--- config.mk ---
export PLATFORM = sky130hd
export DESIGN_NAME = video_ram_and_font_access
export DESIGN_NICKNAME = d
export VERILOG_FILES = /design/src/rtl/video_ram_and_font_access.v
export VERILOG_INCLUDE_DIRS = /design/src /design/src/pkg
export SDC_FILE = /design/constraint.sdc
export NUM_CORES = 1
export LEC_CHECK = 0
export BUFFER_PORTS_ARGS = -buffer_cell sky130_fd_sc_hd__buf_4
export CAP_MARGIN = 20
export CORE_MARGIN = 4
export CORE_UTILIZATION = 49
export CTS_CLUSTER_SIZE = 40
export DETAILED_ROUTE_END_ITERATION = 7
export PLACE_DENSITY = 0.88
export SKIP_CTS_REPAIR_TIMING = 1
export SYNTH_ARGS = -nofsm -noshare
export SYNTH_HDL_FRONTEND = slang
export SYNTH_SLANG_ARGS = --single-unit
--- constraint.sdc ---
create_clock -name clock -period 6 [get_ports clock]
set_input_delay 0.3 -clock clock [delete_from_list [all_inputs] [get_ports clock]]
set_output_delay 0.3 -clock clock [all_outputs]
set_load 0.005 [all_outputs]
--- src/pkg/vram_access_consts.vh ---
`ifndef VRAM_ACCESS_CONSTS_VH
`define VRAM_ACCESS_CONSTS_VH

// ****************************************
// register map (byte addresses)
// ****************************************
`define REG_CTRL_OFS     4'h0
`define REG_STAT_OFS     4'h4
`define REG_FETCH_OFS    4'h8

// control fields
`define CTRL_GRAPH_BIT   0
`define CTRL_REFEN_BIT   1
`define CTRL_RESET_VAL   2'h2

// status fields
`define STAT_LCD_BIT     0
`define STAT_FONT_BIT    1
`define STAT_PEND_BIT    2
`define STAT_DOUBLE_BIT  3
`define STAT_STATE_LSB   4

// attribute bit steering the font
`define ATTR_INTENS_BIT  3

// ****************************************
// timing
// ****************************************
// cycles a memory slot lasts: address cycle, then strobe cycle
`define SLOT_CYCLES      2'h2

// axi response codes
`define AXI_RESP_OKAY    2'h0
`define AXI_RESP_SLVERR  2'h2

`endif

--- src/rtl/video_ram_and_font_access.v ---
// Decided for this implementation: the placing of the registers and register access over AXI4-Lite.
`timescale 1ns/10ps
`include "vram_access_consts.vh"
// Operation
// - low five vram address lines driven direct; upper eight via external mux
// - host read/write slots and controller refresh fetches share the vram
// - chip enable low-active; only the low chip enable is ever asserted
// - even byte on character bus, odd byte on attribute bus
// - refresh fetch enables both srams and captures both bytes together
// - host read enables both, returns char byte if bit0 low, else attr
// - vram write only while memory select and memory write both low
// - write steers strobe and data to char or attr bus by bit0
// - strobes act as sram write enables, pulsed in a host write slot whether bit 14 puts chip enable low or high
// - host address bits 1..13 to sram address, bit 14 to chip enable
// - refresh: text uses address 0..13; graphics puts raster 0/1 on top
// - four raster bits carried; only two low bits address graphics memory
// - refresh address select low for refresh, high for host address
// - latch strobe rising edge captures fetched character code
// - font address completed by plasma, dot style and four raster outputs
// - dot style low selects single font, high double font
// - eight shared video outputs for lcd and crt
// - lcd double when attr bit3 differs from font change; crt follows input
// - host access only while display memory select is low
// - ready held low while a host vram access waits
module video_ram_and_font_access (
	// clock and reset
	input  wire        clock,
	input  wire        rst,
	// host i/o bus
	input  wire        display_mem_select_n,
	input  wire        host_mem_select_n,
	input  wire        host_mem_write_n,
	input  wire        host_mem_read_n,
	input  wire        host_addr_bit0,
	input  wire [4:0]  host_addr_low,
	input  wire        host_addr_bit14,
	input  wire [7:0]  host_data_in,
	output reg  [7:0]  host_data_out,
	output wire        host_data_oe,
	output wire        host_ready_out,
	// video ram
	output reg  [4:0]  vram_low_addr,
	output reg  [7:0]  refresh_upper_addr,
	output reg         refresh_addr_sel,
	output reg         vram_chip_enable_lo,
	output wire        vram_chip_enable_hi,
	output reg         char_write_strobe,
	output reg         attr_write_strobe,
	input  wire [7:0]  char_data_in,
	output reg  [7:0]  char_data_out,
	output reg         char_data_oe,
	input  wire [7:0]  attr_data_in,
	output reg  [7:0]  attr_data_out,
	output reg         attr_data_oe,
	// timing generator side
	input  wire        refresh_req,
	input  wire [13:0] refresh_mem_addr,
	input  wire [3:0]  raster_scan_in,
	input  wire [8:0]  timing_video_in,
	// font rom addressing
	output reg         font_code_latch,
	output wire        plasma_font_sel,
	output reg         dot_style_sel,
	output reg  [3:0]  raster_line_addr,
	// display mode
	input  wire        font_change_in,
	input  wire        display_select_in,
	input  wire        panel_type_in,
	input  wire        crt_video_clock,
	// shared video outputs
	output reg         line_pulse,
	output reg         frame_pulse,
	output reg         frame_sig,
	output reg  [3:0]  video_data,
	output reg         shift_clock,
	// axi4-lite slave
	input  wire [3:0]  s_axi_awaddr,
	input  wire        s_axi_awvalid,
	output wire        s_axi_awready,
	input  wire [31:0] s_axi_wdata,
	input  wire [3:0]  s_axi_wstrb,
	input  wire        s_axi_wvalid,
	output wire        s_axi_wready,
	output reg  [1:0]  s_axi_bresp,
	output reg         s_axi_bvalid,
	input  wire        s_axi_bready,
	input  wire [3:0]  s_axi_araddr,
	input  wire        s_axi_arvalid,
	output wire        s_axi_arready,
	output reg  [31:0] s_axi_rdata,
	output reg  [1:0]  s_axi_rresp,
	output reg         s_axi_rvalid,
	input  wire        s_axi_rready
);

	// ****************************************
	// slot sequencer states
	// ****************************************
	localparam [1:0] ST_IDLE = 2'h0;
	localparam [1:0] ST_REF  = 2'h1;
	localparam [1:0] ST_HOST = 2'h2;
	localparam [1:0] ST_DONE = 2'h3;

	reg  [1:0] state_q;
	reg  [1:0] state_d;
	reg  [1:0] cnt_q;
	reg        ref_pend_q;
	reg        host_wr_q;
	reg        host_odd_q;
	reg  [7:0] char_q;
	reg  [7:0] attr_q;
	reg  [1:0] ctrl_q;
	reg        aw_held_q;
	reg  [3:0] aw_addr_q;
	reg        w_held_q;
	reg  [31:0] w_data_q;
	reg  [3:0] w_strb_q;
	reg        crt_clk_q;

	wire       graph_mode = ctrl_q[`CTRL_GRAPH_BIT];
	wire       ref_enable = ctrl_q[`CTRL_REFEN_BIT];
	wire       slot_last  = (cnt_q == `SLOT_CYCLES - 2'h1);

	// ****************************************
	// host request decode
	// ****************************************
	// writes need both selects and the write strobe
	wire host_wr = ~display_mem_select_n & ~host_mem_select_n & ~host_mem_write_n;
	wire host_rd = ~display_mem_select_n & ~host_mem_read_n;
	wire host_req = host_wr | host_rd;

	// ready falls at once so the host never misses the wait
	assign host_ready_out = ~(host_req & (state_q != ST_DONE));
	assign host_data_oe = host_rd & (state_q == ST_DONE);
	assign vram_chip_enable_hi = 1'b1;
	assign plasma_font_sel = 1'b1;

	// ****************************************
	// refresh request capture
	// ****************************************
	// a new request in the same cycle as service wins
	always @(posedge clock or posedge rst) begin
		if (rst) begin
			ref_pend_q <= 1'b0;
		end else if (refresh_req & ref_enable) begin
			ref_pend_q <= 1'b1;
		end else if (state_q == ST_REF && cnt_q == 2'h0) begin
			ref_pend_q <= 1'b0;
		end
	end

	// ****************************************
	// slot sequencer
	// ****************************************
	// next state: refresh always takes a free slot first
	always @* begin
		state_d = state_q;
		case (state_q)
			ST_IDLE: begin
				if (ref_pend_q) begin
					state_d = ST_REF;
				end else if (host_req) begin
					state_d = ST_HOST;
				end
			end
			ST_REF: state_d = slot_last ? ST_IDLE : ST_REF;
			ST_HOST: state_d = slot_last ? ST_DONE : ST_HOST;
			// hold until the host drops its strobe, so one request is served once
			ST_DONE: state_d = host_req ? ST_DONE : ST_IDLE;
			default: begin
				state_d = ST_IDLE;
			end
		endcase
	end

	// state register and slot cycle counter
	always @(posedge clock or posedge rst) begin
		if (rst) begin
			state_q <= ST_IDLE;
			cnt_q   <= 2'h0;
		end else begin
			state_q <= state_d;
			if (state_d != state_q) begin
				cnt_q <= 2'h0;
			end else begin
				cnt_q <= cnt_q + 2'h1;
			end
		end
	end

	// ****************************************
	// vram address, enable and strobes
	// ****************************************
	// all memory pins but the tied-high chip enable registered so the srams see clean edges
	always @(posedge clock or posedge rst) begin
		if (rst) begin
			vram_low_addr       <= 5'h00;
			refresh_upper_addr  <= 8'h00;
			refresh_addr_sel    <= 1'b0;
			vram_chip_enable_lo <= 1'b1;
			char_write_strobe   <= 1'b1;
			attr_write_strobe   <= 1'b1;
			char_data_out       <= 8'h00;
			attr_data_out       <= 8'h00;
			char_data_oe        <= 1'b0;
			attr_data_oe        <= 1'b0;
			host_wr_q           <= 1'b0;
			host_odd_q          <= 1'b0;
			font_code_latch     <= 1'b0;
		end else begin
			font_code_latch   <= 1'b0;
			char_write_strobe <= 1'b1;
			attr_write_strobe <= 1'b1;
			if (state_d == ST_REF && state_q != ST_REF) begin
				refresh_addr_sel <= 1'b0;
				vram_low_addr    <= refresh_mem_addr[4:0];
				if (graph_mode) begin
					// graphics: raster bit 0 on the top line, bit 1 on enable
					refresh_upper_addr  <= {raster_scan_in[0], refresh_mem_addr[11:5]};
					vram_chip_enable_lo <= raster_scan_in[1];
				end else begin
					refresh_upper_addr  <= refresh_mem_addr[12:5];
					vram_chip_enable_lo <= refresh_mem_addr[13];
				end
				char_data_oe <= 1'b0;
				attr_data_oe <= 1'b0;
			end else if (state_d == ST_HOST && state_q != ST_HOST) begin
				// upper lines come from the host bus through the mux
				refresh_addr_sel    <= 1'b1;
				vram_low_addr       <= host_addr_low;
				vram_chip_enable_lo <= host_addr_bit14;
				host_wr_q           <= host_wr;
				host_odd_q          <= host_addr_bit0;
				char_data_out       <= host_data_in;
				attr_data_out       <= host_data_in;
				char_data_oe        <= host_wr & ~host_addr_bit0;
				attr_data_oe        <= host_wr & host_addr_bit0;
			end else if (state_q == ST_REF && cnt_q == 2'h0) begin
				// data settled a cycle; the rising edge latches the code
				font_code_latch <= 1'b1;
			end else if (state_q == ST_HOST && cnt_q == 2'h0 && host_wr_q) begin
				// strobe only inside a host write slot, whatever bit 14 puts on the chip enable; address already stable
				char_write_strobe <= host_odd_q;
				attr_write_strobe <= ~host_odd_q;
			end else if (state_d == ST_IDLE || state_d == ST_DONE) begin
				vram_chip_enable_lo <= 1'b1;
				refresh_addr_sel    <= 1'b0;
				char_data_oe        <= 1'b0;
				attr_data_oe        <= 1'b0;
			end
		end
	end

	// ****************************************
	// read data capture
	// ****************************************
	// both bytes of a refresh arrive together; host gets one byte
	always @(posedge clock or posedge rst) begin
		if (rst) begin
			char_q        <= 8'h00;
			attr_q        <= 8'h00;
			host_data_out <= 8'h00;
		end else if (state_q == ST_REF && slot_last) begin
			char_q <= char_data_in;
			attr_q <= attr_data_in;
		end else if (state_q == ST_HOST && slot_last && !host_wr_q) begin
			host_data_out <= host_odd_q ? attr_data_in : char_data_in;
		end
	end

	// ****************************************
	// font rom address extras
	// ****************************************
	// panel type is not looked at: board holds it for lcd
	always @(posedge clock or posedge rst) begin
		if (rst) begin
			dot_style_sel    <= 1'b0;
			raster_line_addr <= 4'h0;
		end else begin
			raster_line_addr <= raster_scan_in;
			if (display_select_in) begin
				dot_style_sel <= attr_q[`ATTR_INTENS_BIT] ^ font_change_in;
			end else begin
				dot_style_sel <= font_change_in;
			end
		end
	end

	// ****************************************
	// shared video outputs
	// ****************************************
	// one register stage; lcd and crt meaning set by the display unit
	always @(posedge clock or posedge rst) begin
		if (rst) begin
			line_pulse  <= 1'b0;
			frame_pulse <= 1'b0;
			frame_sig   <= 1'b0;
			video_data  <= 4'h0;
			shift_clock <= 1'b0;
			crt_clk_q   <= 1'b0;
		end else begin
			line_pulse  <= timing_video_in[0];
			frame_pulse <= timing_video_in[1];
			frame_sig   <= timing_video_in[2];
			video_data  <= timing_video_in[6:3];
			shift_clock <= timing_video_in[7] | timing_video_in[8];
			crt_clk_q   <= crt_video_clock;
		end
	end

	// ****************************************
	// axi4-lite write channel
	// ****************************************
	// address and data accepted in either order, one write at a time
	assign s_axi_awready = ~aw_held_q & ~s_axi_bvalid;
	assign s_axi_wready  = ~w_held_q & ~s_axi_bvalid;

	always @(posedge clock or posedge rst) begin
		if (rst) begin
			aw_held_q    <= 1'b0;
			aw_addr_q    <= 4'h0;
			w_held_q     <= 1'b0;
			w_data_q     <= 32'h00000000;
			w_strb_q     <= 4'h0;
			s_axi_bvalid <= 1'b0;
			s_axi_bresp  <= `AXI_RESP_OKAY;
			ctrl_q       <= `CTRL_RESET_VAL;
		end else begin
			if (s_axi_awvalid && s_axi_awready) begin
				aw_held_q <= 1'b1;
				aw_addr_q <= s_axi_awaddr;
			end
			if (s_axi_wvalid && s_axi_wready) begin
				w_held_q <= 1'b1;
				w_data_q <= s_axi_wdata;
				w_strb_q <= s_axi_wstrb;
			end
			if (aw_held_q && w_held_q && !s_axi_bvalid) begin
				aw_held_q    <= 1'b0;
				w_held_q     <= 1'b0;
				s_axi_bvalid <= 1'b1;
				if (aw_addr_q == `REG_CTRL_OFS) begin
					s_axi_bresp <= `AXI_RESP_OKAY;
					if (w_strb_q[0]) begin
						ctrl_q <= w_data_q[1:0];
					end
				end else if (aw_addr_q == `REG_STAT_OFS || aw_addr_q == `REG_FETCH_OFS) begin
					// read-only registers ignore the data
					s_axi_bresp <= `AXI_RESP_OKAY;
				end else begin
					s_axi_bresp <= `AXI_RESP_SLVERR;
				end
			end else if (s_axi_bvalid && s_axi_bready) begin
				s_axi_bvalid <= 1'b0;
			end
		end
	end

	// ****************************************
	// axi4-lite read channel
	// ****************************************
	assign s_axi_arready = ~s_axi_rvalid;

	always @(posedge clock or posedge rst) begin
		if (rst) begin
			s_axi_rvalid <= 1'b0;
			s_axi_rdata  <= 32'h00000000;
			s_axi_rresp  <= `AXI_RESP_OKAY;
		end else if (s_axi_arvalid && s_axi_arready) begin
			s_axi_rvalid <= 1'b1;
			s_axi_rresp  <= `AXI_RESP_OKAY;
			case (s_axi_araddr)
				`REG_CTRL_OFS: begin
					s_axi_rdata <= {30'h00000000, ctrl_q};
				end
				`REG_STAT_OFS: begin
					s_axi_rdata <= {24'h000000, 1'b0, crt_clk_q, state_q,
						dot_style_sel, ref_pend_q, font_change_in, display_select_in};
				end
				`REG_FETCH_OFS: begin
					s_axi_rdata <= {16'h0000, attr_q, char_q};
				end
				default: begin
					s_axi_rdata <= 32'h00000000;
					s_axi_rresp <= `AXI_RESP_SLVERR;
				end
			endcase
		end else if (s_axi_rvalid && s_axi_rready) begin
			s_axi_rvalid <= 1'b0;
		end
	end

endmodule // video_ram_and_font_access

# ---- Yosys cells after proc, flatten, opt, wreduce, memory -nomap -nowiden
# Index checks and enable logic that the tools add are counted.
dict set report word_totals {
  output_inout_bits 102
  in_bits 118
  ff_bits 122
}
dict set report op_classes {
  n_reduce_logical 36
  add_sub_neg 1
  n_mux 52
  bitwise 26
  eq_ne 17
}
# op count
set ops {}
lappend ops {{16-bit one-hot mux with 3 select lines} 1}
lappend ops {{1-bit two-way mux} 39}
lappend ops {{8-bit two-way mux} 2}
lappend ops {{1-bit logical AND} 15}
lappend ops {{2-bit two-way mux} 7}
lappend ops {{1-bit NOT} 13}
lappend ops {{2-bit nonzero test} 6}
lappend ops {{1-bit bitwise AND} 10}
lappend ops {{5-bit two-way mux} 2}
lappend ops {{2-bit == test (second input constant)} 4}
lappend ops {{4-bit by 3-bit == test with 1-bit output (second input constant)} 2}
lappend ops {{4-bit == test (second input constant)} 2}
lappend ops {{4-bit logical NOT} 2}
lappend ops {{2-bit one-hot mux with 4 select lines} 1}
lappend ops {{2-bit by 1-bit == test with 1-bit output (second input constant)} 3}
lappend ops {{2-bit logical NOT} 3}
lappend ops {{3-bit AND reduction} 2}
lappend ops {{2-bit inequality test (second input constant)} 2}
lappend ops {{2-bit AND reduction} 2}
lappend ops {{3-bit by 1-bit inequality test with 1-bit output (second input constant)} 1}
lappend ops {{3-bit inequality test (second input constant)} 1}
lappend ops {{3-bit nonzero test} 1}
lappend ops {{3-bit OR reduction} 1}
lappend ops {{2-bit by 1-bit adder with 2-bit output (second input constant)} 1}
lappend ops {{other kinds (6)} 9}

# ---- Logic depth before layout (Yosys ltp)
# Gate-level depths: netlist of the first run.
dict set report depth {
  word_depth 14
  ltp_mapped 9
  depth_no_buf 8
}

# ---- Worst setup path after synthesis of the first run
# Ideal clock, no wire load.
dict set report synth_timing {
  path_kind {register -> register}
  from {register ref_pend_q}
  to {register attr_data_out[0]}
  stages_incl_launch_ff 9
  slack_ns 3.711
  synth_period_minus_slack_ns 2.289
  path_buffers 2
  t_arrival_ns 2.164
  required_time_ns 5.875
  setup_ns 0.125
  cell_sequence {dfrtp_1 > inv_1 > or3_1 > clkbuf_1 > o21a_1 > ha_1 > o21ai_1 > buf_2 > mux2_2}
}
dict set report synth_between {
  elab_chain_cells 6
  elab_cells_between_ends 8
}
# item line
set synth_lines {}
lappend synth_lines {{from (decl)} video_ram_and_font_access.v:107} ;# reg ref_pend_q;
lappend synth_lines {{from (signal assigned)} video_ram_and_font_access.v:144} ;# ref_pend_q <= 1'b0;
lappend synth_lines {{from (signal assigned)} video_ram_and_font_access.v:146} ;# ref_pend_q <= 1'b1;
lappend synth_lines {{from (signal assigned)} video_ram_and_font_access.v:148} ;# ref_pend_q <= 1'b0;
lappend synth_lines {{2-bit two-way mux *} video_ram_and_font_access.v:160} ;# if (ref_pend_q) begin
lappend synth_lines {{2-bit one-hot mux with 4 select lines *} video_ram_and_font_access.v:158} ;# case (state_q)
lappend synth_lines {{2-bit by 1-bit == test with 1-bit output} video_ram_and_font_access.v:214} ;# if (state_d == ST_REF && state_q != ST_REF) begin
lappend synth_lines {{1-bit logical AND} video_ram_and_font_access.v:214}
lappend synth_lines {{1-bit NOT (no source line)} n/a}
lappend synth_lines {{2-bit AND reduction (no source line) *} n/a}
lappend synth_lines {{to (signal assigned)} video_ram_and_font_access.v:235} ;# attr_data_out <= host_data_in;
lappend synth_lines {{to (decl)} video_ram_and_font_access.v:53} ;# output reg [7:0] attr_data_out,
# Every way passes the cells marked *; elsewhere a longest branch is shown, timed or not.
# A chain may end at the register's enable or synchronous reset.

# ---- Worst setup path after layout of the first run
dict set report layout_timing {
  from {register state_q[0]}
  to {register attr_data_oe}
}
dict set report layout_between {
  elab_chain_cells 7
  elab_cells_between_ends 25
}
# item line
set layout_lines {}
lappend layout_lines {{from (decl)} video_ram_and_font_access.v:104} ;# reg [1:0] state_q;
lappend layout_lines {{from (signal assigned)} video_ram_and_font_access.v:182} ;# state_q <= state_d;
lappend layout_lines {{2-bit two-way mux} video_ram_and_font_access.v:162} ;# end else if (host_req) begin
lappend layout_lines {{2-bit two-way mux} video_ram_and_font_access.v:160}
lappend layout_lines {{2-bit one-hot mux with 4 select lines} video_ram_and_font_access.v:158}
lappend layout_lines {{2-bit by 1-bit == test with 1-bit output (tied with other cells)} video_ram_and_font_access.v:214}
lappend layout_lines {{1-bit logical AND (tied with other cells)} video_ram_and_font_access.v:214}
lappend layout_lines {{3-bit inequality test (no source line) (tied with other cells)} n/a}
lappend layout_lines {{3-bit AND reduction (no source line) or 1-bit two-way mux (tied branches)} n/a}
lappend layout_lines {{to (signal assigned)} video_ram_and_font_access.v:237} ;# attr_data_oe <= host_wr & host_addr_bit0;
lappend layout_lines {{to (decl)} video_ram_and_font_access.v:54} ;# output reg attr_data_oe,
# Parallel ways exist; a longest one is shown, timed or not.

==> metrics.txt, run 1 <==
DP Area=0.00559 mm²; die area=0.0106 mm²; initial antenna violation count=0; Post-Synthesis Cells=358; Crit path depth=7; r2r startpoint=state_q[0]; Critical Path Sink=attr_data_oe; # port buffers=165; crit-path cells=or3_1 -> o21a_1 -> ha_1 -> o21ai_1 -> buf_4 -> or4_1 -> o22ai_1; fill count=663; f_max=376 MHz; CTS clock-pin slew for the worst setup and hold paths=0.10 ns; Syn Area/Cell=12.3 µm²; capturing point of the worst reg2reg path=attr_data_oe; Clock Latency Late Sink=0.35 ns; buffer and inverter count on the worst path=1; status=finished with violations; Ports=220; Worst Setup Start Kind=register; WHS=-0.0140 ns; Final Critical Period=2.66 ns; final net count=635; initial drt markers=106; Fin. Hold Viols=25; Leak=2.86 nW; classification of the worst-slack hold path=primary input to asynchronous set/reset pin; Final Cell Area=0.00577 mm²; WL final=10500 µm; kind of end point of the critical path=register; Sink Count=104; Layout area overhead=31.3%; number of enable flip-flop cells after synthesis=0; Vias=3235; setup ws final=3.34 ns; Initial Util=50.4%; Clock Skew=0.0144 ns; Setup WS pre-CTS=3.38 ns; RSZ-0062 raised after global routing=no; Post-DRT Antenna Nets=0; H-tree depth reported by CTS=3; detailed-route wire length per cell=16.8 µm; CP required=6.26 ns; Critical path origin=state_q[0]; Max-slew headroom=33.7%; vias per cell=5.17; register bit total from synthesis=104; largest stage delay on the critical path=0.69 ns; drt pass-1 iters=4; Worst-Margin Slew=0.989 ns; total track usage=19.9%; crit path DAT=2.92 ns; layout cells sized above 1=44.2%; Seq/Total Area, Yosys=59.3%; failing checks=hold timing; synth unique cells=45; Reg2Reg Depth=7; Top FF cell, synth=dfrtp_1; diodes inserted=0; DP HPWL=8140 µm; Die Y=103 µm; VDD IR-drop max=0.215 mV; Die Wd=103 µm; Pwr per Cell Area=435 mW/mm²; R2R Setup Slk=3.34 ns; Crit path max-delay family=simple AND/OR/NAND/NOR gates; setup TNS=0 ns; Bufs on Longest Clock Path=2; Final Cycle Share=44.3%; number of global-route vias before repair=3177; first-pass GRT wire length=16100 µm; Critical-path top delay cell=dfrtp_1; FP Rows=34; largest net degree at the start of global routing=64; max-slew violation count=0; synth warn=0; core area=0.00872 mm²; worst-path maximum fanout=15; CTS tree=built; Setup violations, final=0; total congestion overflow=0; Post-synth ARST share=100%; critical path type=register to register; CTS Buf Count=9; Root Driver=clkbuf_8; Syn Std Cell Area=0.00440 mm²; MaxCap Viol Count=0; Final GP Congestion=0.808; # DRC=0
-- sequential cells by signal, summed over array words and instances, names as in the netlist, 2 cells and up --
register,cells
host_data_out,8
char_q,8
video_data,4
vram_low_addr,5
raster_line_addr,4
refresh_upper_addr,8
cnt_q,2
w_data_q,2
attr_data_out,8
state_q,2
ctrl_q,2
aw_addr_q,4
attr_q,8
s_axi_rdata,16
-- cell usage after synthesis (2+ instances only) --
cell	number	share of area [%]
o21ai_0	17	1.9
buf_2	7	0.80
a21oi_1	11	1.3
nor2_1	12	1.0
nor2b_1	6	0.85
mux2_2	31	7.9
buf_4	29	5.0
and2_1	4	0.57
mux2i_1	18	4.1
clkbuf_1	3	0.26
nand2b_1	2	0.28
dfrtp_1	100	57
conb_1	2	0.17
dfstp_2	4	2.4
inv_1	15	1.3
o21a_1	4	0.68
or2_2	2	0.28
o22ai_1	2	0.28
nand2_1	37	3.2
a22o_1	22	4.4
mux2_4	2	0.68
nor3_2	2	0.46
ha_1	3	0.85
nand3_2	2	0.46
-- report_power, final --
part / switching (mW) / internal [mW] / total, mW
Sequential: 0.201 / 0.948 / 1.15
Combinational: 0.404 / 0.537 / 0.940
Clock: 0.230 / 0.193 / 0.423
-- layout make-up --
| class | instances | area (µm²) | share of cell area, % |
|---|---|---|---|
| Multi-Input combinational cell | 217 | 1530 | 26.5 |
| Clock inverter | 4 | 53.8 | 0.932 |
| Timing Repair Buffer | 167 | 1250 | 21.7 |
| Tap cell | 108 | 135 | 2.34 |
| Sequential cell | 104 | 2610 | 45.2 |
| Clock buffer | 11 | 131 | 2.28 |
| Inverter | 15 | 58.8 | 1.02 |
-- per-stage QoR --
| step | std cells | utilization [%] | total power [mW] | hold WS [ns] |
|---|---|---|---|---|
| 4_1_cts | 626 | 66.2 | 2.54 | -0.0177 |
| 5_1_grt | 626 | 66.2 | 2.69 | 0.0147 |
| 3_3_place_gp | 611 | 64.1 | 2.06 | 0.367 |
| 3_5_place_dp | 611 | 64.1 | 2.12 | 0.380 |
| 2_1_floorplan | 376 | - | 1.70 | 0.331 |
| 6_report | 626 | 66.2 | 2.51 | -0.0140 |
-- cells by family (layout without fill, tap and decap cells) --
family | count (synthesis) | after routing | share of synthesized area, %
buf+inv | 55 | 197 | 7.37
simple gates | 77 | 77 | 9.08
flops | 104 | 104 | 59.3
fa+ha+maj | 3 | 3 | 0.854
xor+xnor | 1 | 1 | 0.199
compound gates | 64 | 64 | 10.0
mux | 52 | 52 | 13.0
other cells | 2 | 20 | 0.171
-- worst min-delay path by stage --
stage | start | endpoint | slack, ns | depth (start not counted)
after floorplan | crt_video_clock | crt_clk_q | 0.33 | 0
after global placement | rst | frame_pulse | 0.37 | 2
after detailed placement | rst | frame_pulse | 0.38 | 2
after CTS | rst | frame_sig | -0.02 | 2
after global routing | rst | raster_line_addr[2] | 0.01 | 2
final | rst | raster_line_addr[2] | -0.01 | 2
-- layout by cell type (no fill, tap or decap), drive strengths merged, types with 4 or more instances in the layout --
cell type	Yosys	final
buf	37	167
dfrtp	100	100
nand2	37	37
mux2	34	34
a22o	22	22
conb	2	20
o21ai	19	19
mux2i	18	18
inv	15	16
nor2	13	13
a21oi	11	11
clkbuf	3	11
nor2b	6	6
and2	4	4
o21a	4	4
dfstp	4	4
-- per-layer routing --
layer,vias to the layer above,share of wire (%),GRT usage (%)
met2,164,49,33.6
met3,18,9.6,4.47
met4,0,2.0,7.16
met5,-,0,0
met1,1554,40,25.3
li1,1499,-,-
No activity file was read; power rests on OpenSTA's default activity.
==> run 2, diff against run 1 <==
CORE_UTILIZATION = 46   (was 49)
PLACE_DENSITY = 0.83   (was 0.88)
clock period = 2.61 ns   (was 6 ns; I/O delays follow)
==> run 2 against run 1 <==
Net effect:
- the flow now finishes without violations
- critical endpoint is now char_data_oe
- critical path type unchanged
- largest power group unchanged
- sequential cell count did not move
- hold slack improved by 0.030 ns
- non-clock buffer count rose by 55
==> metrics.txt, run 2 (synthesized netlist as in run 1, its figures left out) <==
status=completed; Fin. Hold Viols=0 (-100%); crit-path cells=inv_1 -> ha_1 -> mux2i_1 -> o21a_1 -> ha_1 -> o21ai_1 -> or4_1 -> o22ai_1; met3 global-route usage=5.45% (+0.98 points); total track usage=19.3% (-0.55 points); first-pass GRT wire length=17000 µm (+5.4%); Root Driver=clkbuf_8; Initial Util=47.4% (-3.1 points); GRT met2 Usage=33.5% (-0.050 points); Die Y=106 µm (+3.0%); Die Wd=106 µm (+3.0%); most frequent cells in the layout=buf_4, dfrtp_1, dlygate4sd3_1; Clock Latency Late Sink=0.37 ns (+0.02 ns); Clock Skew=0.0175 ns (+0.00305 ns); most common cell after layout, fill and taps aside=buf_4; Leak=3.10 nW (+8.2%); CP required=2.89 ns (-3.37 ns); layout cells sized above 1=41.5% (-2.7 points); Final Cycle Share=88.2% (+44 points); CTS tree=built; diodes inserted=0 (unchanged); classification of the worst-slack hold path=primary input to register; Vias=3448 (+6.6%); FP Rows=35 (+2.9%); # DRC=0 (unchanged); Top reg by flops=s_axi_rdata; Bufs on Longest Clock Path=2 (unchanged); Post-DRT Antenna Nets=0 (unchanged); largest stage delay on the critical path=0.49 ns (-0.20 ns); busiest metal layer after global routing=met2; VDD IR-drop max=0.474 mV (+120%); initial antenna violation count=0 (unchanged); Ports=220 (unchanged); die area=0.0112 mm² (+6.0%); initial drt markers=104 (-1.9%); max-slew violation count=0 (unchanged); critical path type=register to register; most frequent CP cell=ha_1; core area=0.00928 mm² (+6.5%); CTS clock-pin slew for the worst setup and hold paths=0.10 ns (about the same); setup TNS=0 ns (unchanged); Worst-Margin Slew=0.854 ns (-0.135 ns); Layout area overhead=44.2%; number of global-route vias before repair=3386 (+6.6%); buffer and inverter count on the worst path=1 (unchanged); Final GP Congestion=0.829 (+2.6%); f_max=435 MHz (+16%); WL final=11700 µm (+11%); Final Cell Area=0.00634 mm² (+9.8%); worst-path maximum fanout=4 (-11); kind of end point of the critical path=register; Sink Count=104 (unchanged); DP Area=0.00566 mm² (+1.3%); Setup violations, final=0 (unchanged); Crit path max-delay family=compound AO/OA/AOI/OAI gates; final net count=690 (+8.7%); H-tree depth reported by CTS=3 (unchanged); Critical-path top delay cell=or4_1; Pwr per Cell Area=927 mW/mm² (+110%); Largest register FFs=16 (unchanged); non-filler instance count after layout=703 (+12%); total congestion overflow=0 (unchanged); detailed-route wire length per cell=16.7 µm (-0.73%); crit path DAT=2.58 ns (-0.34 ns); vias per cell=4.90 (-5.1%); largest net degree at the start of global routing=64 (unchanged); MaxCap Viol Count=0 (unchanged); DP HPWL=8410 µm (+3.4%); # port buffers=165 (unchanged); CTS Buf Count=9 (unchanged); Worst Setup Start Kind=register; Final Critical Period=2.30 ns (-0.359 ns); RSZ-0062 raised after global routing=no; GR Util met1=23.0% (-2.2 points); Max-slew headroom=42.7% (+8.9 points); drt pass-1 iters=6 (+2); Placed Instances=638 (+4.4%)
[run 2: changes by cell type in the layout (fill, tap and decap cells not counted), sizes merged]
cell / change
inv: +1
buf: +6
clkinv: +3
dlygate4sd3: +49
bufinv: -1
clkbuf: -2
[run 2: area by class of cell]
type / instances / area [µm²]
clock inverters: 7 / 63.8
flip-flops and latches: 104 / 2610
fillers: 682 / 2950
clock buffers: 9 / 124
multi-input cells: 217 / 1530
repair buffers: 222 / 1790
well taps: 129 / 161
inverters: 15 / 60.1
[run 2: per-layer routing]
layer / routed length [µm] / share of wire [%]
met1: 4540 / 39
met2: 6080 / 52
met3: 773 / 6.6
met4: 317 / 2.7
met5: 0 / 0
[run 2: metrics by stage]
step	total power, mW	util [%]	setup slack [ns]	hold WS (ns)
2_1_floorplan	3.91	-	0.321	0.162
3_3_place_gp	4.78	61.0	0.481	0.240
4_1_cts	5.87	63.0	0.298	-0.157
3_5_place_dp	4.91	61.0	0.336	0.241
5_1_grt	6.29	68.3	0.179	0.000640
6_report	5.88	68.3	0.309	0.0163
[run 2: power breakdown]
part	leakage [nW]	internal (mW)	switching (mW)
Sequential	1.25	2.18	0.422
Clock	0.0934	0.366	0.579
Combinational	1.75	1.32	1.01
Total	3.10	3.87	2.01
[run 2: final timing paths]
check | slack [ns] | to | from | cells after the start
setup / recovery | 0.31 | char_data_oe | cnt_q[1] | 8
hold / removal | 0.02 | attr_data_out[4] | host_data_in[4] | 2
setup reg to reg | 0.31 | char_data_oe | cnt_q[1] | 8
hold reg to reg | 0.49 | refresh_upper_addr[6] | refresh_upper_addr[6] | 2
max in group asynchronous | 1.51 | refresh_upper_addr[1] | rst | 4
min in group asynchronous | 0.48 | video_data[2] | rst | 4
==> run 3, diff against run 2 <==
==> constraint.sdc (replaced) <==
create_clock -name clock -period 2.61 [get_ports clock]
set_input_delay 0.261 -clock clock [delete_from_list [all_inputs] [get_ports clock]]
set_output_delay 0.261 -clock clock [all_outputs]
set_load 0.005 [all_outputs]
==> run 3 against run 2 <==
Net effect:
- design area down 5.7%
- clock skew down 0.0049 ns
- first-iteration DRC count up 13%
- maximum frequency up 5.0%
- combinational power down 4%
- via count down 6.5%
- cell count down 5.4%
- sequential share of layout area up 2.5 points
- core utilization down 3.9 points
- non-clock buffer count down 38
- setup slack better by 0.11 ns
- sequential cell count unchanged
- critical endpoint is now attr_data_out[4]
- largest power group unchanged
==> metrics.txt, run 3 (synthesized netlist as in run 1, its figures left out) <==
status=completed; max-slew violation count=0 (unchanged); MaxCap Viol Count=0 (unchanged); first-pass GRT wire length=16600 µm (-2.6%); detailed-route wire length per cell=15.8 µm (-5.1%); Worst-Margin Slew=0.795 ns (-0.0588 ns); drt pass-1 iters=4 (-2); Initial Util=47.4% (unchanged); R2R Setup Slk=0.42 ns (+0.11 ns); # port buffers=165 (unchanged); Worst Setup Start Kind=register; layout cells sized above 1=44.6% (+3.1 points); Final Critical Period=2.19 ns (-0.110 ns); r2r startpoint=ref_pend_q; Setup violations, final=0 (unchanged); Clock Skew=0.0126 ns (-0.00489 ns); Vias=3223 (-6.5%); WL final=10500 µm (-10%); Top reg by flops=s_axi_rdata; H-tree depth reported by CTS=3 (unchanged); core area=0.00928 mm² (unchanged); largest net degree at the start of global routing=66 (+3.1%); CTS Buf Count=9 (unchanged); Fin. Hold Viols=0 (unchanged); Reg2Reg Depth=7 (-1); diodes inserted=0 (unchanged); Final Cycle Share=84.0% (-4.2 points); setup TNS=0 ns (unchanged); RSZ-0062 raised after global routing=no; Leak=2.96 nW (-4.5%); f_max=456 MHz (+5.0%); VDD IR-drop max=0.459 mV (-3.0%); Root Driver=clkbuf_8; # DRC=0 (unchanged); CP required=2.85 ns (-0.04 ns); worst-path maximum fanout=13 (+9); largest stage delay on the critical path=0.47 ns (-0.02 ns); total track usage=18.6% (-0.79 points); final net count=652 (-5.5%); CTS clock-pin slew for the worst setup and hold paths=0.10 ns (about the same); initial antenna violation count=0 (unchanged); Final GP Congestion=0.834 (+0.66%); Ports=220 (unchanged); CTS tree=built; fin util=64.4% (-3.9 points); Critical path origin=ref_pend_q; DP HPWL=8040 µm (-4.4%); Setup WS pre-CTS=0.339 ns (+0.00306 ns); die area=0.0112 mm² (unchanged); Clock Latency Late Sink=0.35 ns (-0.02 ns); FP Rows=35 (unchanged); crit path DAT=2.43 ns (-0.15 ns); Critical-path top delay cell=dfrtp_1; most common cell after layout, fill and taps aside=buf_4; Max-slew headroom=47.0% (+4.3 points); Sink Count=104 (unchanged); setup ws final=0.419 ns (+0.110 ns); end point of the worst hold path=raster_line_addr[0]; classification of the worst-slack hold path=primary input to register; Die Wd=106 µm (unchanged); capturing point of the worst reg2reg path=attr_data_out[4]; crit-path cells=inv_1 -> or3_1 -> o21a_1 -> ha_1 -> o21ai_1 -> buf_4 -> mux2_2; initial drt markers=118 (+13%); Layout area overhead=36.0%; Worst Hold Depth=1 (-1); Largest register FFs=16 (unchanged); Die Y=106 µm (unchanged); Final Cell Area=0.00598 mm² (-5.7%); Post-DRT Antenna Nets=0 (unchanged); WHS=0.0265 ns (+0.0102 ns); hold path startpoint=raster_scan_in[0]; most frequent cells in the layout=buf_4, dfrtp_1, nand2_1; total congestion overflow=0 (unchanged); Pwr per Cell Area=986 mW/mm² (+6.4%); DP Area=0.00567 mm² (+0.13%); number of global-route vias before repair=3270 (-3.4%); kind of end point of the critical path=register; vias per cell=4.85 (-1.2%); critical path type=register to register; Bufs on Longest Clock Path=2 (unchanged)
[run 3: cell count changes in the layout (fill, tap and decap cells not counted)]
| cell | before | now |
|---|---|---|
| dlygate4sd3_1 | 49 | 10 |
| buf_4 | 173 | 174 |
| bufinv_16 | 0 | 1 |
| clkinvlp_4 | 2 | 1 |
| clkinv_4 | 1 | 0 |
| inv_8 | 0 | 1 |
| clkbuf_8 | 9 | 10 |
| clkinv_8 | 1 | 0 |
[run 3: through the flow]
stage / std cells / power [mW]
after floorplan: 376 / 3.91
after CTS: 655 / 5.96
after global routing: 665 / 6.30
after global placement: 639 / 4.79
after detailed placement: 639 / 4.90
final: 665 / 5.89
[run 3: power by group]
| group | internal, mW | total [mW] | switching, mW |
|---|---|---|---|
| Clock | 0.486 | 1.05 | 0.568 |
| Combinational | 1.28 | 2.23 | 0.950 |
| Sequential | 2.18 | 2.61 | 0.428 |
[run 3: layout make-up]
class,instances,area (µm²)
Timing Repair Buffer,184,1410
Tap cell,129,161
Sequential cell,104,2610
Clock inverter,6,72.6
Clock buffer,10,138
Multi-Input combinational cell,217,1530
Fill cell,778,3310
Inverter,15,60.1
[run 3: worst max path at each step]
stage                             to  slack [ns]  cells after the start
floorplan           attr_data_out[0]        0.32                      8
global placement        char_data_oe        0.39                      9
detailed placement      char_data_oe        0.34                      9
CTS                     char_data_oe        0.42                      8
global route            attr_data_oe        0.19                      7
finish              attr_data_out[4]        0.42                      7
[run 3: layer usage]
metal  GRT usage [%]  vias up  wire length, µm
li1                -     1520                -
met1            23.9     1568             4360
met2            30.9      123             5280
met3            4.41       12              734
met4            6.20        0              135
met5               0        -                0
[run 3: critical path, delay by kind of cell (launching register included)]
| family | cells | cell delay (ns) |
|---|---|---|
| buffers and inverters | 2 | 0.37 |
| AOI/OAI and AO/OA | 2 | 0.25 |
| muxes | 1 | 0.35 |
| and+or+nand+nor | 1 | 0.40 |
| DFF | 1 | 0.47 |
| adders and majority gates | 1 | 0.24 |
